--- src/esrp_cfg.svh ---
// Offsets, field positions, reset values and timing counts for the strobe and reset pin block.
// Assumes the block clock is the oscillator itself, so one oscillator period is one cycle.
`ifndef ESRP_CFG_SVH
`define ESRP_CFG_SVH

// Register indices; byte address is four times the index
`define ESRP_AUX_INDEX        8'h8e
`define ESRP_STATUS_INDEX     8'h8f
`define ESRP_ADDR_W           10
`define ESRP_AUX_RESET        8'h00
`define ESRP_AUX_ALE_DIS_BIT  0
`define ESRP_AUX_RTO_DIS_BIT  3
`define ESRP_ST_EXT_EXEC_BIT  0
`define ESRP_ST_EA_HELD_BIT   1
`define ESRP_ST_RTO_BIT       2
`define ESRP_ST_CORE_RST_BIT  3
`define ESRP_ST_ACCESS_BIT    4

// Clock and oscillator periods in ns
`define ESRP_CLK_PERIOD_NS    40
`define ESRP_OSC_PERIOD_NS    40

// Machine cycle framing, in oscillator periods
`define ESRP_MC_OSC           12
`define ESRP_HALF_OSC         6
`define ESRP_ALE_LEN          2
`define ESRP_PROGRAM_FETCH_STROBE_START       3
`define ESRP_PROGRAM_FETCH_STROBE_LEN         2
`define ESRP_DS_START         3
`define ESRP_DS_END           10

// Reset input hold (machine cycles) and reset output length (oscillator periods)
`define ESRP_RST_HOLD_MC      2
`define ESRP_RST_HOLD_CYC     (`ESRP_RST_HOLD_MC * `ESRP_MC_OSC * `ESRP_OSC_PERIOD_NS \
                               + `ESRP_CLK_PERIOD_NS - 1) / `ESRP_CLK_PERIOD_NS
`define ESRP_RTO_OSC          98
`define ESRP_RTO_CYC          (`ESRP_RTO_OSC * `ESRP_OSC_PERIOD_NS) / `ESRP_CLK_PERIOD_NS

`endif

--- src/esrp_pkg.sv ---
// Types shared by the strobe and reset pin block.
// Assumes nothing beyond the constants header.
package esrp_pkg;
    typedef enum logic [0:0] {
        BUS_IDLE,
        BUS_ANSWER
    } esrp_bus_state_t;
endpackage

--- src/esrp_sync.sv ---
// Three-stage pin synchroniser with agreement filter.
// Assumes an asynchronous pin input and one system clock.
module esrp_sync
    import esrp_pkg::*;
#(
    parameter logic INIT = 1'b0
) (
    // Clock and reset
    input  wire logic i_clk_sys,
    input  wire logic i_reset_n,
    // Pin and filtered level
    input  wire logic i_pin,
    output logic      o_level
);
    logic ff1;
    logic ff2;
    logic ff3;

    // Chain; the first stage feeds only the second
    always_ff @(posedge i_clk_sys) begin
        ff1 <= i_pin;
        ff2 <= ff1;
        ff3 <= ff2;
    end

    // Level moves only when the later stages agree, filtering single-cycle glitches
    always_ff @(posedge i_clk_sys) begin
        if (!i_reset_n) begin
            o_level <= INIT;
        end else if (ff2 == ff3) begin
            o_level <= ff3;
        end
    end
endmodule

--- src/esrp_strobes.sv ---
// External bus strobes, external fetch strap and reset pin control.
// Assumes the core gives data-move requests at machine-cycle granularity and
// that pins are resolved outside from the output enables.
`include "esrp_cfg.svh"

// Operation
// - Reset pin high two machine cycles resets.
// - Watchdog timeout drives reset pin 98 periods.
// - Disable bit suppresses watchdog reset output.
// - Latch strobe marks low address byte.
// - Latch strobe at one sixth oscillator.
// - One latch pulse skipped per data access.
// - Disable bit: strobe only during moves.
// - Disabled idle strobe pin released, pulled high.
// - External execution ignores latch disable bit.
// - Fetch strobe reads external program memory.
// - Fetch strobe twice per machine cycle.
// - Two fetch strobes skipped per access.
// - Strap low fetches all code externally.
// - Locked strap level held from reset.
// - Write strobe pin6, read strobe pin7.
// - Latch one releases port pin.
// - Control register resets with both bits clear.
module esrp_strobes
    import esrp_pkg::*;
(
    // Clock and reset
    input  wire logic                    i_clk_sys,
    input  wire logic                    i_reset_n,
    // Avalon-MM slave
    input  wire logic [`ESRP_ADDR_W-1:0] i_avs_address,
    input  wire logic                    i_avs_read,
    input  wire logic                    i_avs_write,
    input  wire logic [31:0]             i_avs_writedata,
    output logic [31:0]                  o_avs_readdata,
    output logic                         o_avs_waitrequest,
    // Core side
    input  wire logic                    i_data_access,
    input  wire logic                    i_data_write,
    input  wire logic                    i_move_active,
    input  wire logic                    i_wdt_timeout,
    input  wire logic                    i_lock_bit1,
    input  wire logic [1:0]              i_port3_latch,
    output logic                         o_core_reset,
    output logic                         o_fetch_external,
    output logic [3:0]                   o_phase,
    // Reset pin
    input  wire logic                    i_reset_pin,
    output logic                         o_reset_pin_out,
    output logic                         o_reset_pin_oe,
    // Strap pin
    input  wire logic                    i_external_fetch_select,
    // Latch strobe pin
    output logic                         o_ale_out,
    output logic                         o_ale_oe,
    // Program fetch strobe, active low
    output logic                         o_program_fetch_strobe_n,
    // Port 3 pins 6 and 7, open drain with pull-up
    output logic                         o_port3_pin6_out,
    output logic                         o_port3_pin6_oe,
    output logic                         o_port3_pin7_out,
    output logic                         o_port3_pin7_oe
);
    esrp_bus_state_t bus_state;
    logic [7:0]  aux_control;
    logic [3:0]  phase;
    logic        acc_active;
    logic        acc_write;
    logic        ale;
    logic        ale_oe;
    logic        program_fetch_strobe_n;
    logic        wr_n;
    logic        rd_n;
    logic [4:0]  rst_hold_cnt;
    logic        core_reset;
    logic [6:0]  rto_cnt;
    logic        rto_active;
    logic        ea_held;
    logic        ea_taken;
    logic        rst_pin_level;
    logic        ea_pin_level;

    // Pin synchronisers
    esrp_sync #(.INIT(1'b0)) u_sync_rst (
        .i_clk_sys (i_clk_sys),
        .i_reset_n (i_reset_n),
        .i_pin     (i_reset_pin),
        .o_level   (rst_pin_level)
    );
    esrp_sync #(.INIT(1'b1)) u_sync_ea (
        .i_clk_sys (i_clk_sys),
        .i_reset_n (i_reset_n),
        .i_pin     (i_external_fetch_select),
        .o_level   (ea_pin_level)
    );

    // Register decode
    wire         bus_req   = i_avs_read | i_avs_write;
    wire         hit_aux   = i_avs_address == {`ESRP_AUX_INDEX, 2'b00};
    wire         hit_stat  = i_avs_address == {`ESRP_STATUS_INDEX, 2'b00};
    wire         bus_done  = bus_req & (bus_state == BUS_ANSWER);
    wire         aux_wr    = bus_done & i_avs_write & hit_aux;
    wire         ale_dis   = aux_control[`ESRP_AUX_ALE_DIS_BIT];
    wire         rto_dis   = aux_control[`ESRP_AUX_RTO_DIS_BIT];
    wire [7:0]   status    = {3'h0, acc_active, core_reset, rto_active, ea_held,
                              o_fetch_external};
    wire [7:0]   rd_byte   = hit_aux ? aux_control : (hit_stat ? status : 8'h00);
    // Wait one cycle so read data always comes from a flop
    assign o_avs_waitrequest = bus_req & (bus_state == BUS_IDLE);

    // Bus answer sequencing
    always_ff @(posedge i_clk_sys) begin
        if (!i_reset_n) begin
            bus_state      <= BUS_IDLE;
            o_avs_readdata <= 32'h0000_0000;
        end else begin
            case (bus_state)
                BUS_IDLE: begin
                    if (bus_req) begin
                        bus_state      <= BUS_ANSWER;
                        o_avs_readdata <= {24'h00_0000, rd_byte};
                    end
                end
                BUS_ANSWER: bus_state <= BUS_IDLE;
                default: bus_state <= BUS_IDLE;
            endcase
        end
    end

    // control register reset
    // Only the two control bits are stored; reserved bits read zero
    always_ff @(posedge i_clk_sys) begin
        if (!i_reset_n) begin
            aux_control <= `ESRP_AUX_RESET;
        end else if (aux_wr) begin
            aux_control <= 8'h00;
            aux_control[`ESRP_AUX_ALE_DIS_BIT] <= i_avs_writedata[`ESRP_AUX_ALE_DIS_BIT];
            aux_control[`ESRP_AUX_RTO_DIS_BIT] <= i_avs_writedata[`ESRP_AUX_RTO_DIS_BIT];
        end
    end

    wire [3:0]   last_ph    = 4'(`ESRP_MC_OSC - 1);
    wire [3:0]   half_ph    = 4'(`ESRP_HALF_OSC);
    wire         mc_end     = phase == last_ph;
    wire [3:0]   next_phase = mc_end ? 4'h0 : phase + 4'h1;
    wire         second_h   = next_phase >= half_ph;
    wire [3:0]   half_pos   = second_h ? next_phase - half_ph : next_phase;
    // An access is taken only at a machine-cycle boundary
    wire         next_acc   = mc_end ? i_data_access : acc_active;
    wire         next_accw  = mc_end ? i_data_write : acc_write;
    wire         ale_gate   = ~ale_dis | o_fetch_external | i_move_active;
    wire         ale_slot   = half_pos < 4'(`ESRP_ALE_LEN);
    wire         next_ale   = ale_slot & ~(next_acc & second_h);
    wire         program_fetch_strobe_slot  = (half_pos >= 4'(`ESRP_PROGRAM_FETCH_STROBE_START)) &
                              (half_pos < 4'(`ESRP_PROGRAM_FETCH_STROBE_START + `ESRP_PROGRAM_FETCH_STROBE_LEN));
    wire         ds_slot    = (next_phase >= 4'(`ESRP_DS_START)) &
                              (next_phase <= 4'(`ESRP_DS_END));

    // Machine cycle framing and access tracking
    always_ff @(posedge i_clk_sys) begin
        if (!i_reset_n) begin
            phase      <= 4'h0;
            acc_active <= 1'b0;
            acc_write  <= 1'b0;
        end else begin
            phase      <= next_phase;
            acc_active <= next_acc;
            acc_write  <= next_accw;
        end
    end

    always_ff @(posedge i_clk_sys) begin
        if (!i_reset_n) begin
            ale    <= 1'b0;
            ale_oe <= 1'b1;
            program_fetch_strobe_n <= 1'b1;
            wr_n   <= 1'b1;
            rd_n   <= 1'b1;
        end else begin
            ale    <= next_ale & ale_gate;
            ale_oe <= ale_gate;
            program_fetch_strobe_n <= ~(program_fetch_strobe_slot & o_fetch_external & ~next_acc);
            wr_n   <= ~(ds_slot & next_acc & next_accw);
            rd_n   <= ~(ds_slot & next_acc & ~next_accw);
        end
    end

    // released pin reads high by pull
    assign o_ale_out = ale | ~ale_oe;
    assign o_ale_oe  = ale_oe;
    assign o_program_fetch_strobe_n = program_fetch_strobe_n;
    assign o_phase   = phase;

    // latch one releases the pin
    // Open drain: drive only a low, a one leaves the pin to its pull-up
    assign o_port3_pin6_out = 1'b0;
    assign o_port3_pin6_oe  = ~(i_port3_latch[0] & wr_n);
    assign o_port3_pin7_out = 1'b0;
    assign o_port3_pin7_oe  = ~(i_port3_latch[1] & rd_n);

    // reset input qualification
    // A low on the pin restarts the count; glitches never reset the core
    always_ff @(posedge i_clk_sys) begin
        if (!i_reset_n) begin
            rst_hold_cnt <= 5'h00;
            core_reset   <= 1'b0;
        end else if (!rst_pin_level) begin
            rst_hold_cnt <= 5'h00;
            core_reset   <= 1'b0;
        end else begin
            if (rst_hold_cnt != 5'(`ESRP_RST_HOLD_CYC)) begin
                rst_hold_cnt <= rst_hold_cnt + 5'h01;
            end
            if (rst_hold_cnt == 5'(`ESRP_RST_HOLD_CYC - 1)) begin
                core_reset <= 1'b1;
            end
        end
    end
    assign o_core_reset = core_reset;

    wire         rto_start = i_wdt_timeout & ~rto_dis & (rto_cnt == 7'h00);
    wire [6:0]   next_rto  = rto_start ? 7'(`ESRP_RTO_CYC) :
                             (rto_cnt != 7'h00 ? rto_cnt - 7'h01 : 7'h00);
    always_ff @(posedge i_clk_sys) begin
        if (!i_reset_n) begin
            rto_cnt    <= 7'h00;
            rto_active <= 1'b0;
        end else begin
            rto_cnt    <= next_rto;
            rto_active <= next_rto != 7'h00;
        end
    end
    assign o_reset_pin_out = 1'b1;
    assign o_reset_pin_oe  = rto_active;

    // strap held under lock bit
    // Tracked for two edges after release, as the filter settles one edge late,
    // and during core reset; unlocked parts follow the pin
    always_ff @(posedge i_clk_sys) begin
        if (!i_reset_n) begin
            ea_held  <= 1'b1;
            ea_taken <= 1'b0;
        end else begin
            ea_taken <= ea_taken | (phase != 4'h0);
            if (!ea_taken || core_reset || !i_lock_bit1) begin
                ea_held <= ea_pin_level;
            end
        end
    end
    // high strap assumed for internal code
    assign o_fetch_external = ~ea_held;

    // Helper counters for checks
    logic [6:0] rto_len;
    logic [3:0] gate_run;
    logic [3:0] fetch_run;
    always_ff @(posedge i_clk_sys) begin
        if (!i_reset_n) begin
            rto_len   <= 7'h00;
            gate_run  <= 4'h0;
            fetch_run <= 4'h0;
        end else begin
            rto_len   <= rto_active ? rto_len + 7'h01 : 7'h00;
            gate_run  <= ale_gate ? gate_run + {3'h0, ~&gate_run} : 4'h0;
            fetch_run <= o_fetch_external ? fetch_run + {3'h0, ~&fetch_run} : 4'h0;
        end
    end
endmodule

--- config.mk ---
export PLATFORM = sky130hd
export DESIGN_NAME = esrp_strobes
export DESIGN_NICKNAME = d
export VERILOG_FILES = /design/src/esrp_pkg.sv /design/src/esrp_sync.sv /design/src/esrp_strobes.sv
export VERILOG_INCLUDE_DIRS = /design/src
export SDC_FILE = /design/constraint.sdc
export NUM_CORES = 1
export LEC_CHECK = 0
export BUFFER_PORTS_ARGS = -buffer_cell sky130_fd_sc_hd__buf_4
export CAP_MARGIN = 20
export CELL_PAD_IN_SITES_DETAIL_PLACEMENT = 0
export CELL_PAD_IN_SITES_GLOBAL_PLACEMENT = 1
export CORE_MARGIN = 3
export CORE_UTILIZATION = 33
export CTS_CLUSTER_SIZE = 14
export DETAILED_ROUTE_END_ITERATION = 8
export PLACE_DENSITY = 0.92
export SYNTH_ARGS = -nofsm -noshare
export SYNTH_HDL_FRONTEND = slang
export SYNTH_SLANG_ARGS = --single-unit
--- constraint.sdc ---
create_clock -name i_clk_sys -period 3.3 [get_ports i_clk_sys]
set_input_delay 0.825 -clock i_clk_sys [delete_from_list [all_inputs] [get_ports i_clk_sys]]
set_output_delay 0.825 -clock i_clk_sys [all_outputs]
set_load 0.005 [all_outputs]
Word level (Yosys, flattened, before mapping)
Cells that the tools add are included.
{"block": "classes", "reduce_logical": 10, "eq_ne": 7, "addsub": 4, "n_bitwise": 36, "magnitude_cmp": 6, "n_mux": 10}
{"op": "== test 10 bit, second input constant", "count": 2}
{"op": "bitwise AND 1 bit", "count": 18}
{"op": "2-to-1 mux 7 bit", "count": 2}
{"op": "nonzero test 7 bit", "count": 2}
{"op": "inverter 1 bit", "count": 13}
{"op": "2-to-1 mux 5 bit", "count": 2}
{"op": "greater-or-equal comparator 4 x 2 -> 1 bit, second input constant", "count": 2}
{"op": "2-to-1 mux 4 bit", "count": 2}
{"op": "zero test 7 bit", "count": 1}
{"op": "subtractor 7 x 1 -> 7 bit, second input constant", "count": 1}
{"op": "adder 5 x 1 -> 5 bit, second input constant", "count": 1}
{"op": "== test 5 bit, second input constant", "count": 1}
{"op": "inequality test 5 bit, second input constant", "count": 1}
{"op": "bitwise OR 1 bit", "count": 5}
{"op": "adder 4 x 1 -> 4 bit, second input constant", "count": 1}
{"op": "== test 4 bit, second input constant", "count": 1}
{"op": "greater-or-equal comparator 4 x 3 -> 1 bit, second input constant", "count": 1}
{"op": "<= comparator 4 bit, second input constant", "count": 1}
{"op": "< comparator 4 x 2 -> 1 bit, second input constant", "count": 1}
{"op": "< comparator 4 x 3 -> 1 bit, second input constant", "count": 1}
{"op": "AND reduction 2 bit", "count": 2}
{"op": "nonzero test 4 bit", "count": 1}
{"op": "subtractor 4 x 3 -> 4 bit, second input constant", "count": 1}
{"op": "2-to-1 mux 1 bit", "count": 3}
{"op": "other kinds (4)", "count": 7}
{"block": "totals", "output_inout_bits": 48, "register_bits": 46, "in_bits": 55, "wordCells": 98}

Depth between registers and ports, before layout
{"block": "depth", "ltp_word": 9, "depth_mapped": 9}

Modules after synthesis
A second synthesis with hierarchy kept.
{"block": "hier_totals", "cells_unflattened": 231, "area_unflattened_um2": 2075.7}
{"mod": "esrp_strobes", "n_inst": 1, "area_each_um2": 1885.6, "cells_per_inst": 217}
{"mod": "esrp_sync at u_sync_rst", "n_inst": 1, "area_each_um2": 96.3, "cells_per_inst": 7}
{"mod": "esrp_sync at u_sync_ea", "n_inst": 1, "area_each_um2": 93.8, "cells_per_inst": 7}

Least setup slack after synthesis
Ideal clock, no wire load.
{"block": "synth_timing", "path_kind": "reg-to-reg", "start": "register phase[0] (netlist: o_phase[0])", "end": "register program_fetch_strobe_n (netlist: o_program_fetch_strobe_n)", "required_time_ns": 3.166, "slack_ns": 0.487, "path_buffers": 0, "path_stages_with_launch": 10, "t_arrival_ns": 2.679, "cell_sequence": "dfxtp_1 -> ha_1 -> and2b_1 -> o21bai_1 -> ha_1 -> nor2b_1 -> or2_2 -> a221oi_1 -> a21oi_1 -> or4b_1"}
{"block": "synth_via", "elab_chain_cells": 9}
{"item": "start, declared", "line_no": "esrp_strobes.sv:66", "text": "logic [3:0] phase;"}
{"item": "start signal, assigned", "line_no": "esrp_strobes.sv:166", "text": "phase <= next_phase;"}
{"item": "adder 4 x 1 -> 4 bit or == test 4 bit (tied branches)", "line_no": "esrp_strobes.sv:145, esrp_strobes.sv:144"}
{"item": "2-to-1 mux 4 bit (*)", "line_no": "esrp_strobes.sv:145", "text": "wire [3:0] next_phase = mc_end ? 4'h0 : phase + 4'h1;"}
{"item": "net next_phase[2]", "line_no": "esrp_strobes.sv:145"}
{"item": "subtractor 4 x 3 -> 4 bit or greater-or-equal comparator 4 x 3 -> 1 bit (tied branches)", "line_no": "esrp_strobes.sv:147, esrp_strobes.sv:146"}
{"item": "2-to-1 mux 4 bit (*)", "line_no": "esrp_strobes.sv:147", "text": "wire [3:0] half_pos = second_h ? next_phase - half_ph : next_phase;"}
{"item": "greater-or-equal comparator 4 x 2 -> 1 bit or < comparator 4 x 3 -> 1 bit (tied branches)", "line_no": "esrp_strobes.sv:154, esrp_strobes.sv:155"}
{"item": "bitwise AND 1 bit (*)", "line_no": "esrp_strobes.sv:154", "text": "wire program_fetch_strobe_slot = (half_pos >= 4'(`ESRP_PROGRAM_FETCH_STROBE_START)) &"}
{"item": "bitwise AND 1 bit (*) (2 in a row)", "line_no": "esrp_strobes.sv:182", "text": "program_fetch_strobe_n <= ~(program_fetch_strobe_slot & o_fetch_external & ~next_acc);"}
{"item": "inverter 1 bit (*)", "line_no": "esrp_strobes.sv:182"}
{"item": "end signal, assigned", "line_no": "esrp_strobes.sv:182"}
{"item": "end, declared", "line_no": "esrp_strobes.sv:71", "text": "logic program_fetch_strobe_n;"}
The timed path passes the listed nets; every way through them passes the cells marked *.
A chain may end at the register's enable or synchronous reset.

Final worst setup path
{"block": "layout_timing", "start": "register phase[1] (netlist: o_phase[1])", "end": "register program_fetch_strobe_n (netlist: o_program_fetch_strobe_n)"}
The elaborated chain is that of the path after synthesis.

==> summary.md <==
| Metric | Value |
|---|---|
| Reg-to-reg setup timing slack | `between 0.3 and 0.4 ns` |
| CTS root buf | `clkbuf_8` |
| Max Cap Viol | `0` |
| Gate Count Post-Synth | `245` |
| DPL Wire Length | `around 3400 µm` |
| PostCTS Resize Cnt | `0` |
| Via count | `1688` |
| Worst-path clk slew | `approximately 0.08 ns` |
| Initial antenna violation count | `0` |
| Die width | `just under 90 µm` |
| Seq/Total Area, Yosys | `roughly 40%` |
| Max Slew Vio Count | `0` |
| NetSw | `roughly 0.43 mW` |
| Final worst slack | `between 0.3 and 0.4 ns` |
| Crit end category | `register` |
| Largest net degree at the start of global routing | `17` |
| Overall routing resource usage | `roughly 12%` |
| WL/cell | `roughly 12 µm` |
| CP arrival | `about 3.2 ns` |
| Reg-to-Reg Start | `o_phase[1]` |
| Fin Hold WS | `~0.33 ns` |
| Grt ovf | `0` |
| Crit path max fanout | `7` |
| Mux contribution to synthesized area | `between 4 and 5%` |
| Reg2reg path depth | `9` |
| Finished Cell Area | `about 2500 µm²` |
| CP Class | `reg -> reg` |
| Most frequent cell after synthesis | `dfxtp_1` |
| Antenna viol nets, final | `0` |
| Die H | `roughly 87 µm` |
| Hold Path Origin | `u_sync_ea.ff1` |
| Hold Vio Cnt, Final | `0` |
| Routability Congestion | `between 0.8 and 0.9` |
| Status | `finished, final reports clean` |
| RSZ-0062 raised after global routing | `no` |
| Internal | `0.968 mW` |
| Largest family of logic cells by synthesized area | `simple AND/OR/NAND/NOR gates` |
| Period Utilization, post-route | `90.9%` |
| Yosys Warn Count | `0` |
| Leak | `around 1.1 nW` |
| First-pass GRT wire length | `roughly 7400 µm` |
| Tot Pwr | `between 1 and 1.5 mW` |
| WHS Endpoint | `u_sync_ea.ff2` |
| Leading area contributor after synthesis | `dfxtp_1` |
| Finished Core Util | `41.5%` |
| Setup TNS | `0 ns` |
| Synthesized cell area | `2160 µm²` |
| Worst min-delay path category | `reg -> reg` |
| Clk_lat worst skew | `roughly 0.30 ns` |
| Startpoint Class | `register` |
| Layout Nets | `around 350` |
| Reg-to-Reg End | `o_program_fetch_strobe_n` |
| Starting Density | `a little over a third` |
| Max Clock Freq | `between 0.3 and 0.4 GHz` |
| CTS H-tree lvls | `2` |
| DR iter-0 viols | `66` |
| Setup Viol. Count Final | `0` |
| Skew final | `around 0.0080 ns` |
| Non-filler instance count after layout | `~360` |
| Clk pwr share | `between 20% and 30%` |
| Synth top cells by count | `dfxtp_1 (43), buf_4 (30), nor2_1 (30), nand2_1 (18), a21oi_1 (13)` |
| DRC | `0` |
| Top cell type's share of synthesized area | `between 30% and 40%` |
| Power Density | `around 550 nW/µm²` |
| Cells along the critical path | `ha_1 > and2b_1 > o21bai_1 > ha_1 > nor2b_1 > or2_2 > a221oi_1 > a21oi_1 > or4b_1` |
| DRT Pass-1 Iters | `4` |
| Diode count | `0` |
| VDD IR max | `approximately 0.00027 V` |
| Relative slew slack | `60.0%` |
| Slowest CP cell | `or4b_1` |
| Core Region | `just over 6000 µm²` |
| Placement Setup Slack | `0.349 ns` |
| CTS max path bufs | `2` |
| Avg Cell Area, Syn | `just under 9 µm²` |
| Placed instance area | `between 2000 and 2500 µm²` |
| Site Rows | `28` |
| Combinational fraction of design power | `between 20% and 30%` |
| Post-CTS Setup Bufs | `0` |
| # clock sinks | `between 40 and 50` |
| Synth cell types | `47` |
| Layout cells sized above 1 | `21.2%` |
| Layout area overhead | `17.5%` |
| PortBufs | `42` |
| Post-synth EDFFs | `0` |
| Post-synthesis compound-gate area fraction | `a little under an eighth` |
| Top FF cell, synth | `dfxtp_1` |
| Hold buffers post-CTS | `0` |
| Top cell by count, worst path | `ha_1` |
| Top cells by area, synth | `dfxtp_1 (40%), buf_4 (10%), ha_1 (5.2%)` |
| Mean number of vias per cell | `4.65` |
| Total CTS buffers | `5` |
| Vias in the first global route | `1592` |
| Reg power frac | `44.7%` |
| WHS Path Cells | `0` |
| Max stage delay on crit path | `approximately 0.5 ns` |
| DP Cell Count | `between 300 and 400` |
| Worst slew pin tran | `0.594 ns` |
| CTS tree | `yes` |
| Adder-cell share of the synthesized area | `5.21%` |
| Synth Register Bits | `43` |
| WL final | `approximately 4500 µm` |
| Worst EP required | `between 3 and 4 ns` |
| DIE AREA | `7560 µm²` |
| Sw Ratio | `between 30% and 40%` |
| Post-synthesis simple-gate area fraction | `21.9%` |
| Synth Area in XOR/XNOR | `2.83%` |
| CP Buf/Inv Count | `0` |
| Async SR Flop Fraction | `0%` |
| Ports | `103` |
| Crit-path leading delay family | `simple AND/OR/NAND/NOR gates` |
| Min Tclk post-route | `3.00 ns` |
[worst register-to-register path, stage by stage (launching register included)]
cell	delay, ns
dfxtp_1	0.44
ha_1	0.31
and2b_1	0.27
o21bai_1	0.24
ha_1	0.34
nor2b_1	0.16
or2_2	0.28
a221oi_1	0.29
a21oi_1	0.06
or4b_1	0.50
[cell type report]
cell class | instances | area [µm²]
inverters | 11 | 41.3
flip-flops and latches | 43 | 861
well taps | 75 | 93.8
fillers | 625 | 3590
multi-input cells | 183 | 1110
clock inverters | 2 | 37.5
repair buffers | 44 | 330
clock buffers | 5 | 68.8
[worst max-delay path by stage]
stage	from	to	depth (start not counted)
CTS	o_phase[1]	o_program_fetch_strobe_n	9
global route	o_phase[1]	o_program_fetch_strobe_n	9
detailed placement	o_phase[1]	o_program_fetch_strobe_n	9
finish	o_phase[1]	o_program_fetch_strobe_n	9
global placement	o_phase[1]	o_program_fetch_strobe_n	9
floorplan	o_phase[0]	o_program_fetch_strobe_n	9
[placed cells by master, fill, tap and decap left out, types with 5 or more instances in the layout]
master / count
buf_4: 44
dfxtp_1: 43
nor2_1: 30
conb_1: 30
nand2_1: 18
a21oi_1: 13
inv_1: 11
ha_1: 9
nand3_1: 7
nor2b_1: 6
mux2i_1: 6
and2_1: 5
o21ai_0: 5
clkbuf_8: 5
[state kept, by name, indices dropped and copies added, names as in the netlist, 2 cells and up]
signal / cells
aux_control: 2
rto_cnt: 7
o_phase: 4
o_avs_readdata: 5
rst_hold_cnt: 5
[power groups by stage]
stage,clock [mW],sequential (mW),combinational [mW]
final,0.406,0.625,0.368
after CTS,0.418,0.625,0.367
after floorplan,0,0.625,0.298
after global routing,0.437,0.636,0.434
after global placement,0,0.635,0.356
after detailed placement,0,0.636,0.363
[logic make-up after synthesis]
kind of cell | count (synthesis)
muxes | 10
xor gates and xnor gates | 7
AOI/OAI and AO/OA | 38
DFF | 43
buffers and inverters | 47
adders and majority gates | 9
and+or+nand+nor | 89
other | 2
[per-layer routing]
metal,GRT usage (%),up-vias,routed length [µm]
met1,16.3,772,2030
li1,-,853,-
met5,0,-,0
met3,3.69,6,377
met4,5.24,0,72
met2,18.8,57,1980
No activity file was read; power rests on OpenSTA's default activity.
